[src/rtl/fcs_pkg.sv]
package fcs_pkg;

   // ****************************************************************
   // Timing
   // ****************************************************************
   localparam int CLK_PERIOD_NS = 20;
   localparam int ON_TIME_LIMIT_NS = 50000;  // Nominal on-phase limit, 50 us
   localparam int OFF_TIME_LIMIT_NS = 25000; // Nominal off-phase limit, 25 us
   localparam int TMR_W = 12;
   localparam logic [TMR_W-1:0] ON_LIMIT_CYC = TMR_W'(ON_TIME_LIMIT_NS / CLK_PERIOD_NS);
   localparam logic [TMR_W-1:0] OFF_LIMIT_CYC = TMR_W'(OFF_TIME_LIMIT_NS / CLK_PERIOD_NS);
   localparam int SHORT_LIMIT_DEF = 65536;   // Off-limit expiries to sense-short fault; the first 65535 force the switch on
   localparam int CNT_W = 17;

   // ****************************************************************
   // Register map and fields
   // ****************************************************************
   localparam logic [7:0] REG_CTRL = 8'h00;
   localparam logic [7:0] REG_STATUS = 8'h04;
   localparam logic [7:0] REG_COUNT = 8'h08;
   localparam int CTRL_ALLOW_BIT = 0;
   localparam logic CTRL_ALLOW_RST = 1'b1;
   localparam int ST_SWITCH_BIT = 0;
   localparam int ST_DONE_BIT = 1;
   localparam int ST_SHORT_BIT = 2;
   localparam int ST_MAXON_BIT = 3;
   localparam int ST_UNDERVOLTAGE_LOCKOUT_BIT = 4;
   localparam int ST_TSD_BIT = 5;
   localparam int ST_START_BIT = 6;
   localparam int ST_SUSP_BIT = 7;

   // ****************************************************************
   // Types
   // ****************************************************************
   typedef enum logic [2:0] {
      ST_IDLE,
      ST_ON,
      ST_OFF,
      ST_SUSP,
      ST_DONE
   } fcs_state_e;

   // Pin-level inputs, all asynchronous to clk
   typedef struct packed {
      logic start;                // Host charge start
      logic full;                 // feedback_sense reached full level
      logic off_det;              // feedback_sense at/below off level
      logic peak;                 // Primary current reached peak_current_set
      logic undervoltage_lockout; // Supply below lockout level
      logic thermal_shutdown;     // Die over temperature
      logic flash_trigger_in;     // Flash trigger request
   } fcs_pins_s;

   localparam int PINS_W = $bits(fcs_pins_s);

endpackage

[src/rtl/fcs_sync.sv]
`timescale 1ns/1ps
`default_nettype none

module fcs_sync
   import fcs_pkg::*;
#(
   parameter int W = 1
)
(
   input wire logic clk,            // System clock
   input wire logic srst,           // Synchronous reset
   input wire logic [W-1:0] d,      // Asynchronous inputs
   output logic [W-1:0] q           // Synchronised outputs
);

   logic [W-1:0] meta_ff;
   logic [W-1:0] q_ff;

   // Two-stage synchroniser; first stage feeds only the second
   always_ff @(posedge clk)
   begin
      if (srst)
      begin
         meta_ff <= '0;
         q_ff <= '0;
      end
      else
      begin
         meta_ff <= d;
         q_ff <= meta_ff;
      end
   end

   assign q = q_ff;

endmodule // fcs_sync
`default_nettype wire

[src/rtl/fcs_charge_seq.sv]
// Chosen here: the Wishbone register port and the register offsets.
`timescale 1ns/1ps
`default_nettype none

// Notes on behaviour
// - switch stays off until off-detect or limit
// - off-detect turns switch on at once
// - full level: charge-done low, switching stops
// - lockout suspends charging, switch off, no latch
// - lockout release resumes charging automatically
// - lockout forces flash gate output low
// - over-temperature suspends, resumes when cleared
// - 65535 forced-on cycles, then next off-limit expiry declares sense-short fault
// - faults clear only on start rise, unlocked
// - off-time limit expiry forces switch on
// - on-time limit expiry is fault, stops
// - start high charges, start low stops
// - start low returns charge-done high
// - on-time limit nominally 50 us
// - off-time limit nominally 25 us
module fcs_charge_seq
   import fcs_pkg::*;
#(
   parameter int SHORT_LIMIT = SHORT_LIMIT_DEF
)
(
   input wire logic clk,               // 50 MHz clock
   input wire logic srst,              // Synchronous reset, active high
   input wire fcs_pins_s pins,         // Asynchronous pin inputs
   output logic power_switch_gate,     // Power switch gate drive
   output logic charge_done_n,         // Charge done, active low
   output logic flash_gate_out,        // Flash gate drive
   input wire logic wb_cyc_i,          // Wishbone cycle
   input wire logic wb_stb_i,          // Wishbone strobe
   input wire logic wb_we_i,           // Wishbone write enable
   input wire logic [7:0] wb_adr_i,    // Wishbone byte address
   input wire logic [31:0] wb_dat_i,   // Wishbone write data
   input wire logic [3:0] wb_sel_i,    // Wishbone byte selects
   output logic [31:0] wb_dat_o,       // Wishbone read data
   output logic wb_ack_o               // Wishbone acknowledge
);

   localparam logic [CNT_W-1:0] SHORT_LAST = CNT_W'(SHORT_LIMIT - 1);

   // ****************************************************************
   // Input synchronisation
   // ****************************************************************
   fcs_pins_s s_pin;
   logic [PINS_W-1:0] s_pin_vec;

   fcs_sync #(.W(PINS_W)) u_sync (
      .clk(clk),
      .srst(srst),
      .d(pins),
      .q(s_pin_vec)
   );

   assign s_pin = fcs_pins_s'(s_pin_vec);

   // ****************************************************************
   // Charge sequencer
   // ****************************************************************
   fcs_state_e state_ff, nxt_state;
   logic [TMR_W-1:0] tmr_ff, nxt_tmr;
   logic [CNT_W-1:0] cnt_ff, nxt_cnt;
   logic short_ff, nxt_short;
   logic maxon_ff, nxt_maxon;
   logic start_q_ff, nxt_start_q;
   logic gate_ff, nxt_gate;
   logic done_n_ff, nxt_done_n;
   logic flash_ff, nxt_flash;
   logic allow_ff, nxt_allow;
   logic start_rise;
   logic run;
   logic hold;
   logic on_expired;
   logic off_expired;

   assign start_rise = s_pin.start & ~start_q_ff;
   assign run = s_pin.start & allow_ff;
   assign hold = s_pin.undervoltage_lockout | s_pin.thermal_shutdown;
   assign on_expired = (tmr_ff >= ON_LIMIT_CYC);
   assign off_expired = (tmr_ff >= OFF_LIMIT_CYC);

   // Next state of the sequencer
   always_comb
   begin
      nxt_state = state_ff;
      nxt_cnt = cnt_ff;
      nxt_short = short_ff;
      nxt_maxon = maxon_ff;
      nxt_start_q = s_pin.start;
      nxt_tmr = (tmr_ff == '1) ? tmr_ff : tmr_ff + 1'b1;
      // Restart edge with lockout released clears latched faults
      if (start_rise && !s_pin.undervoltage_lockout)
      begin
         nxt_short = 1'b0;
         nxt_maxon = 1'b0;
      end
      if (!run)
      begin
         nxt_state = ST_IDLE;
         nxt_cnt = '0;
      end
      else
      begin
         case (state_ff)
            ST_IDLE:
            begin
               nxt_cnt = '0;
               if (!nxt_short && !nxt_maxon)
                  nxt_state = hold ? ST_SUSP : ST_ON;
            end
            ST_ON:
            begin
               if (hold)
                  nxt_state = ST_SUSP;
               else if (s_pin.full)
                  nxt_state = ST_DONE;
               else if (s_pin.peak)
                  nxt_state = ST_OFF;
               else if (on_expired)
               begin
                  nxt_maxon = 1'b1;
                  nxt_state = ST_IDLE;
                  nxt_cnt = '0;
               end
            end
            ST_OFF:
            begin
               if (hold)
                  nxt_state = ST_SUSP;
               else if (s_pin.full)
                  nxt_state = ST_DONE;
               else if (s_pin.off_det)
               begin
                  nxt_state = ST_ON;
                  nxt_cnt = '0;
               end
               else if (off_expired)
               begin
                  if (cnt_ff == SHORT_LAST)
                  begin
                     nxt_short = 1'b1;
                     nxt_state = ST_IDLE;
                     nxt_cnt = '0;
                  end
                  else
                  begin
                     nxt_state = ST_ON;
                     nxt_cnt = cnt_ff + 1'b1;
                  end
               end
            end
            ST_SUSP:
               if (!hold)
                  nxt_state = ST_ON;
            ST_DONE:
               nxt_state = ST_DONE;  // Leaves only when start falls or the allow bit is cleared
            default:
               nxt_state = ST_IDLE;
         endcase
      end
      if (nxt_state != state_ff)
         nxt_tmr = '0;
   end

   // Output next values; gate and done from the next state, flash from the pins
   always_comb
   begin
      nxt_gate = (nxt_state == ST_ON);
      nxt_done_n = (nxt_state != ST_DONE);
      nxt_flash = s_pin.flash_trigger_in & ~s_pin.undervoltage_lockout;
   end

   // Sequencer and output registers
   always_ff @(posedge clk)
   begin
      if (srst)
      begin
         state_ff <= ST_IDLE;
         tmr_ff <= '0;
         cnt_ff <= '0;
         short_ff <= 1'b0;
         maxon_ff <= 1'b0;
         start_q_ff <= 1'b0;
         gate_ff <= 1'b0;
         done_n_ff <= 1'b1;
         flash_ff <= 1'b0;
      end
      else
      begin
         state_ff <= nxt_state;
         tmr_ff <= nxt_tmr;
         cnt_ff <= nxt_cnt;
         short_ff <= nxt_short;
         maxon_ff <= nxt_maxon;
         start_q_ff <= nxt_start_q;
         gate_ff <= nxt_gate;
         done_n_ff <= nxt_done_n;
         flash_ff <= nxt_flash;
      end
   end

   assign power_switch_gate = gate_ff;
   assign charge_done_n = done_n_ff;
   assign flash_gate_out = flash_ff;

   // ****************************************************************
   // Wishbone register slave
   // ****************************************************************
   logic ack_ff, nxt_ack;
   logic [31:0] rdata_ff, nxt_rdata;
   logic req;
   logic [31:0] status_word;

   assign req = wb_cyc_i & wb_stb_i & ~ack_ff;

   // Status word gathered from sequencer state
   always_comb
   begin
      status_word = 32'h0000_0000;
      status_word[ST_SWITCH_BIT] = gate_ff;
      status_word[ST_DONE_BIT] = ~done_n_ff;
      status_word[ST_SHORT_BIT] = short_ff;
      status_word[ST_MAXON_BIT] = maxon_ff;
      status_word[ST_UNDERVOLTAGE_LOCKOUT_BIT] = s_pin.undervoltage_lockout;
      status_word[ST_TSD_BIT] = s_pin.thermal_shutdown;
      status_word[ST_START_BIT] = s_pin.start;
      status_word[ST_SUSP_BIT] = (state_ff == ST_SUSP);
   end

   // Decode, write and read data
   always_comb
   begin
      nxt_ack = req;
      nxt_allow = allow_ff;
      nxt_rdata = 32'h0000_0000;
      // Write lands at the edge where the master sees ack
      if (wb_cyc_i && wb_stb_i && ack_ff && wb_we_i && wb_sel_i[0] && wb_adr_i == REG_CTRL)
         nxt_allow = wb_dat_i[CTRL_ALLOW_BIT];
      if (req)
      begin
         case (wb_adr_i)
            REG_CTRL:
               nxt_rdata[CTRL_ALLOW_BIT] = allow_ff;
            REG_STATUS:
               nxt_rdata = status_word;
            REG_COUNT:
               nxt_rdata[CNT_W-1:0] = cnt_ff;
            default:
               nxt_rdata = 32'h0000_0000;  // Unmapped reads zero
         endcase
      end
   end

   // Bus registers
   always_ff @(posedge clk)
   begin
      if (srst)
      begin
         ack_ff <= 1'b0;
         rdata_ff <= 32'h0000_0000;
         allow_ff <= CTRL_ALLOW_RST;
      end
      else
      begin
         ack_ff <= nxt_ack;
         rdata_ff <= nxt_rdata;
         allow_ff <= nxt_allow;
      end
   end

   assign wb_ack_o = ack_ff;
   assign wb_dat_o = rdata_ff;
endmodule // fcs_charge_seq
`default_nettype wire

[config.mk]
export PLATFORM = sky130hd
export DESIGN_NAME = fcs_charge_seq
export DESIGN_NICKNAME = d
export VERILOG_FILES = /design/src/rtl/fcs_pkg.sv /design/src/rtl/fcs_sync.sv /design/src/rtl/fcs_charge_seq.sv
export SDC_FILE = /design/constraint.sdc
export NUM_CORES = 1
export LEC_CHECK = 0
export BUFFER_PORTS_ARGS = -buffer_cell sky130_fd_sc_hd__clkbuf_2
export CORE_MARGIN = 10
export CORE_UTILIZATION = 47
export DETAILED_ROUTE_END_ITERATION = 12
export PLACE_DENSITY_LB_ADDON = 0.05
export REMOVE_ABC_BUFFERS = 1
export SETUP_SLACK_MARGIN = 0.05
export SYNTH_ARGS = -nofsm -noshare
export SYNTH_HDL_FRONTEND = slang
export SYNTH_SLANG_ARGS = --single-unit
[constraint.sdc]
create_clock -name clk -period 2.4 [get_ports clk]
set_input_delay 0.72 -clock clk [delete_from_list [all_inputs] [get_ports clk]]
set_output_delay 0.72 -clock clk [all_outputs]
set_load 0.05 [all_outputs]
==> flow_summary.json, run 1 <==
{
  "clock_sinks": 71,
  "ff2ff_setup_slack_ns": 0.08,
  "place_ws_ns": 0.05232,
  "die_h_um": 103.6,
  "clk_latency_ns": 0.35,
  "vias": 2864,
  "fin_cells": 551,
  "grt_start_max_net_pins": 21,
  "cts-hold-fix-buffers": 0,
  "drt_iter0_markers": 152,
  "tns_ns": 0,
  "layout-drive-gt1-share_pct": 26.37,
  "place_area_mm2": 0.003736,
  "syn_inst": 379,
  "path_cells": "nand4_1 -> or4_4 -> and3_1 -> and3b_1 -> or4_4 -> a211oi_2",
  "crit_top_cell": "or4_4",
  "fin_worst_skew_ns": 0.008018,
  "ios": 92,
  "synth_area_leaders": "dfxtp_1 43%, nor2_1 4.9%, nor2b_1 3.8%, buf_4 3.4%, and3_1 3.0%",
  "arrival_ns": 2.59,
  "cts.clk_slew.worst_paths_ns": 0.07,
  "routed_wirelength_um": 7698,
  "setup_violations": 0,
  "overflow": 0,
  "holdWs_ns": 0.4350,
  "nFillCells": 628,
  "cp_max_fo": 6,
  "area_growth_pct": 21.08,
  "vias_per_cell": 5.198,
  "core_mm2": 0.006794,
  "ys_seq_area_share_pct": 43.23,
  "die_area_mm2": 0.01074,
  "grt_pass1_wl_um": 12460,
  "synthDistinctLibCells": 55,
  "firstDrtPassIters": 6,
  "hp-class": "flop to flop",
  "worst_pin_slew_ns": 0.6527,
  "drv_slew": 0,
  "crit_buf_inv": 0,
  "rows": 30,
  "ys_async_sr_fraction_pct": 0,
  "crit_required_ns": 2.67,
  "dp_hpwl_um": 5436,
  "critPathLaunchType": "flop",
  "cts_buffer_depth": 2,
  "path_class": "flop to flop",
  "grt_pass1_vias": 2651,
  "portBuffers": 42,
  "worstSetupEndpointType": "flop",
  "ys_ff_latch": 71,
  "wl_per_cell_um": 13.97,
  "max_freq_mhz": 430.9,
  "grt_usage_pct": 13.69,
  "worst_slack_ns": 0.07949,
  "dp.cells": 533,
  "grt_setup_unrepaired": "yes",
  "cts_max_level": 3,
  "cts_root_buf": "clkbuf_8",
  "tritoncts": "done",
  "synth_edf_count": 0,
  "initial_core_util_pct": 48.40,
  "netlist.area_leader.share_pct": 43.23,
  "place.gp.congestion": 0.8558,
  "synth_top_area_cell": "dfxtp_1",
  "drc": 0,
  "power_density_mw_per_mm2": 557.7,
  "antenna_found_initial": 0,
  "max_stage_delay_ns": 0.60,
  "slowest_stage": "or4_4",
  "syn_area_mm2": 0.003288,
  "yosysWarnings": 0,
  "outcome": "completed",
  "final_hold_viol_count": 0,
  "cap_violations": 0,
  "ant_nets": 0,
  "cts_buffers": 9,
  "syn_area_per_cell_um2": 8.676,
  "power.leakage_nw": 1.633,
  "insertedDiodeCount": 0,
  "fin_crit_sh_pct": 96.69,
  "layout_min_cycle_time_ns": 2.321,
  "nNetsFinal": 510,
  "die_w_um": 103.6,
  "ir_drop_v": 0.0003207,
  "crit_family": "simple AND/OR/NAND/NOR gates",
  "relSlewSlack_pct": 55.87,
  "finish.instance_area_mm2": 0.003981,
  "synth_flop_cell": "dfxtp_1"
}
[cells by family after synthesis]
family / after synthesis / share of synthesized area, %
simple gates: 187 / 31.81
flops: 71 / 43.23
compound gates: 52 / 10.27
buf+inv: 42 / 7.040
xor+xnor: 16 / 4.262
mux: 7 / 2.131
fa+ha+maj: 3 / 1.142
other cells: 1 / 0.1140
[flip-flops by register name (all words and copies together), names as in the netlist]
register / cells
u_sync.q: 7
maxon_ff: 1
cnt_ff: 17
allow_ff: 1
short_ff: 1
start_q_ff: 1
tmr_ff: 12
power_switch_gate: 1
wb_dat_o: 17
u_sync.meta_ff: 7
flash_gate_out: 1
charge_done_n: 1
wb_ack_o: 1
state_ff: 3
[metal layers]
| metal | vias to the layer above | wire length, um | GRT usage (%) |
|---|---|---|---|
| met3 | 14 | 368 | 3.532 |
| met4 | 0 | 129 | 6.855 |
| met1 | 1328 | 3605 | 16.97 |
| met2 | 63 | 3595 | 21.40 |
| met5 | - | 0 | 0 |
| li1 | 1459 | - | - |
[worst reg2reg max path, stage by stage (launching register included)]
cell and delay [ns]:
dfxtp_2 0.34, nand4_1 0.14, or4_4 0.57, and3_1 0.22, and3b_1 0.22, or4_4 0.60, a211oi_2 0.16
[cell usage after synthesis (3+ instances only)]
master and count:
a22oi_1 7, xnor2_1 11, xor2_1 5, o21ai_0 17, nor3_1 8, nand2b_1 3
nand2_1 20, clkbuf_1 13, inv_1 9, nand3_1 15, dfxtp_1 71, nor4_1 10
nor2b_1 20, nand4_1 11, ha_1 3, nor2_1 43, or4_1 6, mux2i_1 7
nor3b_1 6, buf_4 15, and2_1 4, a21oi_1 11, or3_1 6, and3_1 16
or2_2 3
[final timing paths]
kind,depth (start not counted),start,end
worst max-delay path,6,cnt_ff[8],tmr_ff[6]
worst min-delay path,1,u_sync.meta_ff[3],u_sync.q[3]
worst max register to register,6,cnt_ff[8],tmr_ff[6]
worst min register to register,1,u_sync.meta_ff[3],u_sync.q[3]
[through the flow]
step           power (mW)  util (%)
2_1_floorplan       1.356         -
3_3_place_gp        1.409     54.99
3_5_place_dp        1.413     54.99
4_1_cts             2.238     57.42
5_1_grt             2.330     58.60
6_report            2.221     58.60
[cell type report]
class	count	area (um2)	area share, %
inverters	9	33.78	0.8485
multi-input cells	282	1755	44.09
flip-flops and latches	71	1428	35.86
clock buffers	11	141.4	3.551
repair buffers	78	480.5	12.07
well taps	96	120.1	3.017
clock inverters	4	22.52	0.5657
[cell usage in the layout, fill, tap and decap left out, drive strengths merged, types with 2 or more instances in the layout]
cell / synthesis / final
nor3: 9 / 9
nand4: 11 / 11
nand3: 15 / 15
a22oi: 7 / 7
buf: 20 / 36
nor2b: 20 / 20
nand2b: 3 / 3
a21oi: 11 / 11
mux2i: 7 / 7
dfxtp: 71 / 71
and4: 2 / 2
or4: 8 / 9
o211ai: 2 / 2
xnor2: 11 / 11
or3: 6 / 6
nor4: 10 / 10
nand4b: 2 / 2
clkbuf: 13 / 53
ha: 3 / 3
nor3b: 6 / 6
inv: 9 / 9
or3b: 2 / 2
or2: 4 / 5
nand2: 20 / 20
and3b: 2 / 2
xor2: 5 / 5
and2: 4 / 4
a211oi: 3 / 3
o21ai: 18 / 18
conb: 1 / 15
and3: 16 / 16
nor2: 44 / 44
clkinv: 0 / 3
[power by group]
group / total, mW / switching (mW) / internal (mW)
Clock: 0.823 / 0.431 / 0.392
Sequential: 1.21 / 0.0120 / 1.20
Combinational: 0.189 / 0.126 / 0.0631
[timing repair]
| action | 4_1_cts | 5_1_grt |
|---|---|---|
| setup buffers | 0 | 1 |
| pin swaps | 0 | 4 |
| setup endpoints to repair | 1 | 14 |
| hold endpoints to repair | 0 | 0 |
| resized for setup | 1 | 15 |
| cloned | 0 | 2 |
(Power assumes the default switching activity.)
==> run 2: changes to the inputs <==
--- a/config.mk
+++ b/config.mk
@@ -10,7 +10,6 @@
 export CORE_UTILIZATION = 47
 export DETAILED_ROUTE_END_ITERATION = 12
 export PLACE_DENSITY_LB_ADDON = 0.05
-export REMOVE_ABC_BUFFERS = 1
 export SETUP_SLACK_MARGIN = 0.05
 export SYNTH_ARGS = -nofsm -noshare
 export SYNTH_HDL_FRONTEND = slang
==> flow_summary.json, run 2 (synthesis gave the netlist of run 1 again) <==
{
  "critPathLaunchType": "flop",
  "nFillCells": 647,
  "insertedDiodeCount": 0,
  "vias": 2834,
  "routed_wirelength_um": 7566,
  "cts_buffer_depth": 2,
  "reg2reg_to": "tmr_ff[6]",
  "grt_pass1_wl_um": 12360,
  "arrival_ns": 2.59,
  "ant_nets": 0,
  "setup_violations": 0,
  "final_hold_viol_count": 0,
  "ir_drop_v": 0.0003954,
  "grt_usage_pct": 13.40,
  "worstSetupPathDepth": 7,
  "crit_required_ns": 2.68,
  "hold_start": "u_sync.meta_ff[2]",
  "worst_pin_slew_ns": 0.5975,
  "layout_min_cycle_time_ns": 2.314,
  "portBuffers": 42,
  "vias_per_cell": 5.153,
  "dr_wl_met3_um": 367,
  "top_layer": "met4",
  "reg2reg_depth": 7,
  "wl_met1_um": 3440,
  "fin_cells": 550,
  "path_cells": "ha_2 -> nand4b_1 -> or4_4 -> and3_4 -> and3b_1 -> or4_4 -> a211oi_2",
  "wl_per_cell_um": 13.76,
  "firstDrtPassIters": 5,
  "drt_iter0_markers": 196,
  "area_growth_pct": 21.46,
  "cap_violations": 0,
  "layout_common_cells": "68 x dfxtp_1, 43 x nor2_1, 42 x clkbuf_2",
  "max_freq_mhz": 432.2,
  "slowest_stage": "or4_4",
  "clk_latency_ns": 0.35,
  "fin_worst_skew_ns": 0.009468,
  "fin_crit_sh_pct": 96.40,
  "rows": 30,
  "die_area_mm2": 0.01074,
  "hold_path_end": "u_sync.q[2]",
  "final_common_cell": "dfxtp_1",
  "tns_ns": 0,
  "antenna_found_initial": 0,
  "outcome": "completed",
  "initial_core_util_pct": 48.40,
  "grt_start_max_net_pins": 21,
  "place_ws_ns": 0.07097,
  "dr_wl_met2_um": 3635,
  "ios": 92,
  "cts-hold-fix-buffers": 0,
  "grt_pass1_vias": 2674,
  "ff2ff_setup_slack_ns": 0.09,
  "hp-class": "flop to flop",
  "crit_top_cell": "or4_4",
  "die_w_um": 103.6,
  "tritoncts": "done",
  "power_density_mw_per_mm2": 586.4,
  "clock_sinks": 71,
  "worst_slack_ns": 0.08641,
  "nNetsFinal": 509,
  "max_stage_delay_ns": 0.58,
  "die_h_um": 103.6,
  "crit_family": "simple AND/OR/NAND/NOR gates",
  "cts_max_level": 3,
  "place.gp.congestion": 0.8770,
  "relSlewSlack_pct": 59.61,
  "layout-drive-gt1-share_pct": 25.55,
  "cts_buffers": 9,
  "cts_root_buf": "clkbuf_8",
  "min_path_cells": 1,
  "overflow": 0,
  "holdWs_ns": 0.4403,
  "power.leakage_nw": 1.630,
  "dp.cells": 532,
  "path_class": "flop to flop",
  "cp_max_fo": 6,
  "core_mm2": 0.006794,
  "drv_slew": 0,
  "cts.clk_slew.worst_paths_ns": 0.08,
  "dp_hpwl_um": 5425,
  "crit_buf_inv": 0,
  "worstSetupEndpointType": "flop",
  "grt_setup_unrepaired": "yes",
  "crit-reg2reg-launch": "cnt_ff[0]",
  "drc": 0
}
==> run 2: cell types whose count changed in the layout (fill, tap and decap cells not counted), sizes merged <==
cell      change
bufinv        +1
clkbuf        -1
clkinv        -1
clkinvlp      +1
or2           -1
==> run 2: worst max-delay path by stage <==
stage,start,to,slack (ns)
4_1_cts,cnt_ff[0],tmr_ff[6],0.05
3_3_place_gp,u_sync.q[4],tmr_ff[6],0.07
3_5_place_dp,u_sync.q[4],tmr_ff[6],0.07
2_1_floorplan,state_ff[1],tmr_ff[11],0.08
6_report,cnt_ff[0],tmr_ff[6],0.09
5_1_grt,cnt_ff[0],tmr_ff[6],0.03
==> run 2: final cells by class <==
class	count	area, um2	area share [%]
multi-input combinational	281	1738	43.52
sequential	71	1425	35.68
timing repair buffer	78	480.5	12.03
clock buffer	10	137.6	3.446
tap	96	120.1	3.008
clock inverter	5	58.81	1.472
inverter	9	33.78	0.8459
==> run 2: metrics by stage <==
step | power [mW] | utilization [%] | area [um2]
detailed placement | 1.411 | 54.88 | 3729
global placement | 1.408 | 54.88 | 3729
floorplan | 1.386 | - | 3341
global route | 2.436 | 58.78 | 3994
finish | 2.342 | 58.78 | 3994
CTS | 2.356 | 57.77 | 3925
==> run 2: where the power goes <==
part	switching, mW	internal [mW]
registers	0.0112	1.20
logic	0.124	0.0621
clock network	0.447	0.502
total	0.582	1.76
==> run 2: timing repair <==
item | in CTS | in global routing
resized for setup | 0 | 12
setup endpoints to repair | 0 | 14
buffers inserted | 0 | 2
==> run 2: layer usage <==
metal / track usage, % / vias to the layer above
met5: 0 / -
met4: 5.040 / 0
met3: 3.903 / 13
met2: 21.80 / 65
met1: 16.25 / 1304
li1: - / 1452
==> run 3: changes to the inputs <==
--- a/config.mk
+++ b/config.mk
@@ -10,7 +10,9 @@
 export CORE_UTILIZATION = 47
 export DETAILED_ROUTE_END_ITERATION = 12
 export PLACE_DENSITY_LB_ADDON = 0.05
+export REMOVE_ABC_BUFFERS = 1
 export SETUP_SLACK_MARGIN = 0.05
 export SYNTH_ARGS = -nofsm -noshare
 export SYNTH_HDL_FRONTEND = slang
 export SYNTH_SLANG_ARGS = --single-unit
+export TNS_END_PERCENT = 20
==> flow_summary.json, run 3 (synthesis gave the netlist of run 1 again) <==
{
  "hp-class": "flop to flop",
  "insertedDiodeCount": 0,
  "setup_violations": 0,
  "place_ws_ns": 0.05232,
  "max_stage_delay_ns": 0.59,
  "layout-drive-gt1-share_pct": 25.83,
  "cts_max_level": 3,
  "drv_slew": 0,
  "grt-busiest-layer": "met2",
  "power_density_mw_per_mm2": 560.2,
  "antenna_found_initial": 0,
  "met3_usage_pct": 3.532,
  "ios": 92,
  "final_common_cell": "dfxtp_1",
  "cts_buffers": 9,
  "clock_sinks": 71,
  "multi_input_area_mm2": 0.001745,
  "grt_start_max_net_pins": 21,
  "crit_family": "simple AND/OR/NAND/NOR gates",
  "use_met1_pct": 16.97,
  "path_class": "flop to flop",
  "worst_pin_slew_ns": 0.6471,
  "drt_iter0_markers": 157,
  "grt_setup_unrepaired": "yes",
  "grt_pass1_wl_um": 12460,
  "max_freq_mhz": 431.5,
  "fin_util_pct": 58.34,
  "drc": 0,
  "layout_min_cycle_time_ns": 2.318,
  "crit_required_ns": 2.67,
  "crit_top_cell": "or4_4",
  "holdWs_ns": 0.4350,
  "cts_root_buf": "clkbuf_8",
  "grt_util_met2_pct": 21.40,
  "path_cells": "nand4_1 -> or4_4 -> and3_1 -> and3b_1 -> or4_4 -> a211oi_2",
  "vias_per_cell": 5.202,
  "arrival_ns": 2.59,
  "place.gp.congestion": 0.8558,
  "ant_nets": 0,
  "cts.clk_slew.worst_paths_ns": 0.07,
  "slowest_stage": "or4_4",
  "dp_hpwl_um": 5436,
  "cap_violations": 0,
  "worstSetupEndpointType": "flop",
  "final_hold_viol_count": 0,
  "nNetsFinal": 508,
  "die_w_um": 103.6,
  "ir_drop_v": 0.0003206,
  "nFillCells": 631,
  "firstDrtPassIters": 4,
  "tritoncts": "done",
  "critPathLaunchType": "flop",
  "wl_per_cell_um": 13.84,
  "final-seq-area_mm2": 0.001428,
  "grt_pass1_vias": 2651,
  "grt_usage_pct": 13.69,
  "area_growth_pct": 20.55,
  "power.leakage_nw": 1.620,
  "die_area_mm2": 0.01074,
  "worst_slack_ns": 0.08242,
  "routed_wirelength_um": 7598,
  "die_h_um": 103.6,
  "vias": 2856,
  "relSlewSlack_pct": 56.25,
  "fin_crit_sh_pct": 96.57,
  "portBuffers": 42,
  "postCtsSetupBuffers": 0,
  "cp_max_fo": 6,
  "clk_latency_ns": 0.35,
  "initial_core_util_pct": 48.40,
  "rows": 30,
  "layout_common_cells": "66 x dfxtp_1, 43 x nor2_1, 42 x clkbuf_2",
  "outcome": "completed",
  "power.total_mw": 2.221,
  "core_mm2": 0.006794,
  "fin_worst_skew_ns": 0.008317,
  "cts_buffer_depth": 2,
  "overflow": 0,
  "crit_buf_inv": 0
}
[run 3: worst register-to-register path, stage by stage, from the launching register on]
cell      delay [ns]
dfxtp_2         0.34
nand4_1         0.14
or4_4           0.57
and3_1          0.22
and3b_1         0.22
or4_4           0.60
a211oi_2        0.16
[run 3: path summary, 6_finish.rpt]
| path | slack, ns | startpoint | end | depth (start not counted) |
|---|---|---|---|---|
| worst max-delay path | 0.08 | cnt_ff[8] | tmr_ff[6] | 6 |
| worst min-delay path | 0.44 | u_sync.meta_ff[3] | u_sync.q[3] | 1 |
| worst max register to register | 0.08 | cnt_ff[8] | tmr_ff[6] | 6 |
| worst min register to register | 0.44 | u_sync.meta_ff[3] | u_sync.q[3] | 1 |
[run 3: area by class of cell]
type / count / area share (%)
multi-input cells: 281 / 44.03
inverters: 9 / 0.8523
flip-flops and latches: 71 / 36.02
clock buffers: 11 / 3.567
repair buffers: 77 / 11.93
clock inverters: 4 / 0.5682
well taps: 96 / 3.030
[run 3: stage by stage]
stage	cell area, um2	cells	setup TNS (ns)
after floorplan	3143	360	-0.01368
after global placement	3736	533	0
after detailed placement	3736	533	0
after CTS	3901	548	0
after global routing	3964	549	0
final	3964	549	0
[run 3: what timing repair did]
item	4_1_cts	5_1_grt
pin swaps	0	4
hold buffers	0	0
endpoints found under the setup margin	1	14
gates resized for setup	1	14
gates cloned	0	1
[run 3: metal layers]
metal | share of wire, % | vias up
met1 | 46 | 1307
met4 | 1.7 | 0
li1 | - | 1457
met5 | 0 | -
met2 | 47 | 79
met3 | 5.2 | 13
[run 3: where the power goes]
group | total, mW | switching, mW | leakage [nW] | internal [mW]
combinational | 0.187 | 0.125 | 0.956 | 0.0616
sequential | 1.21 | 0.0120 | 0.578 | 1.20
clock | 0.826 | 0.434 | 0.0850 | 0.392
total | 2.22 | 0.571 | 1.62 | 1.65
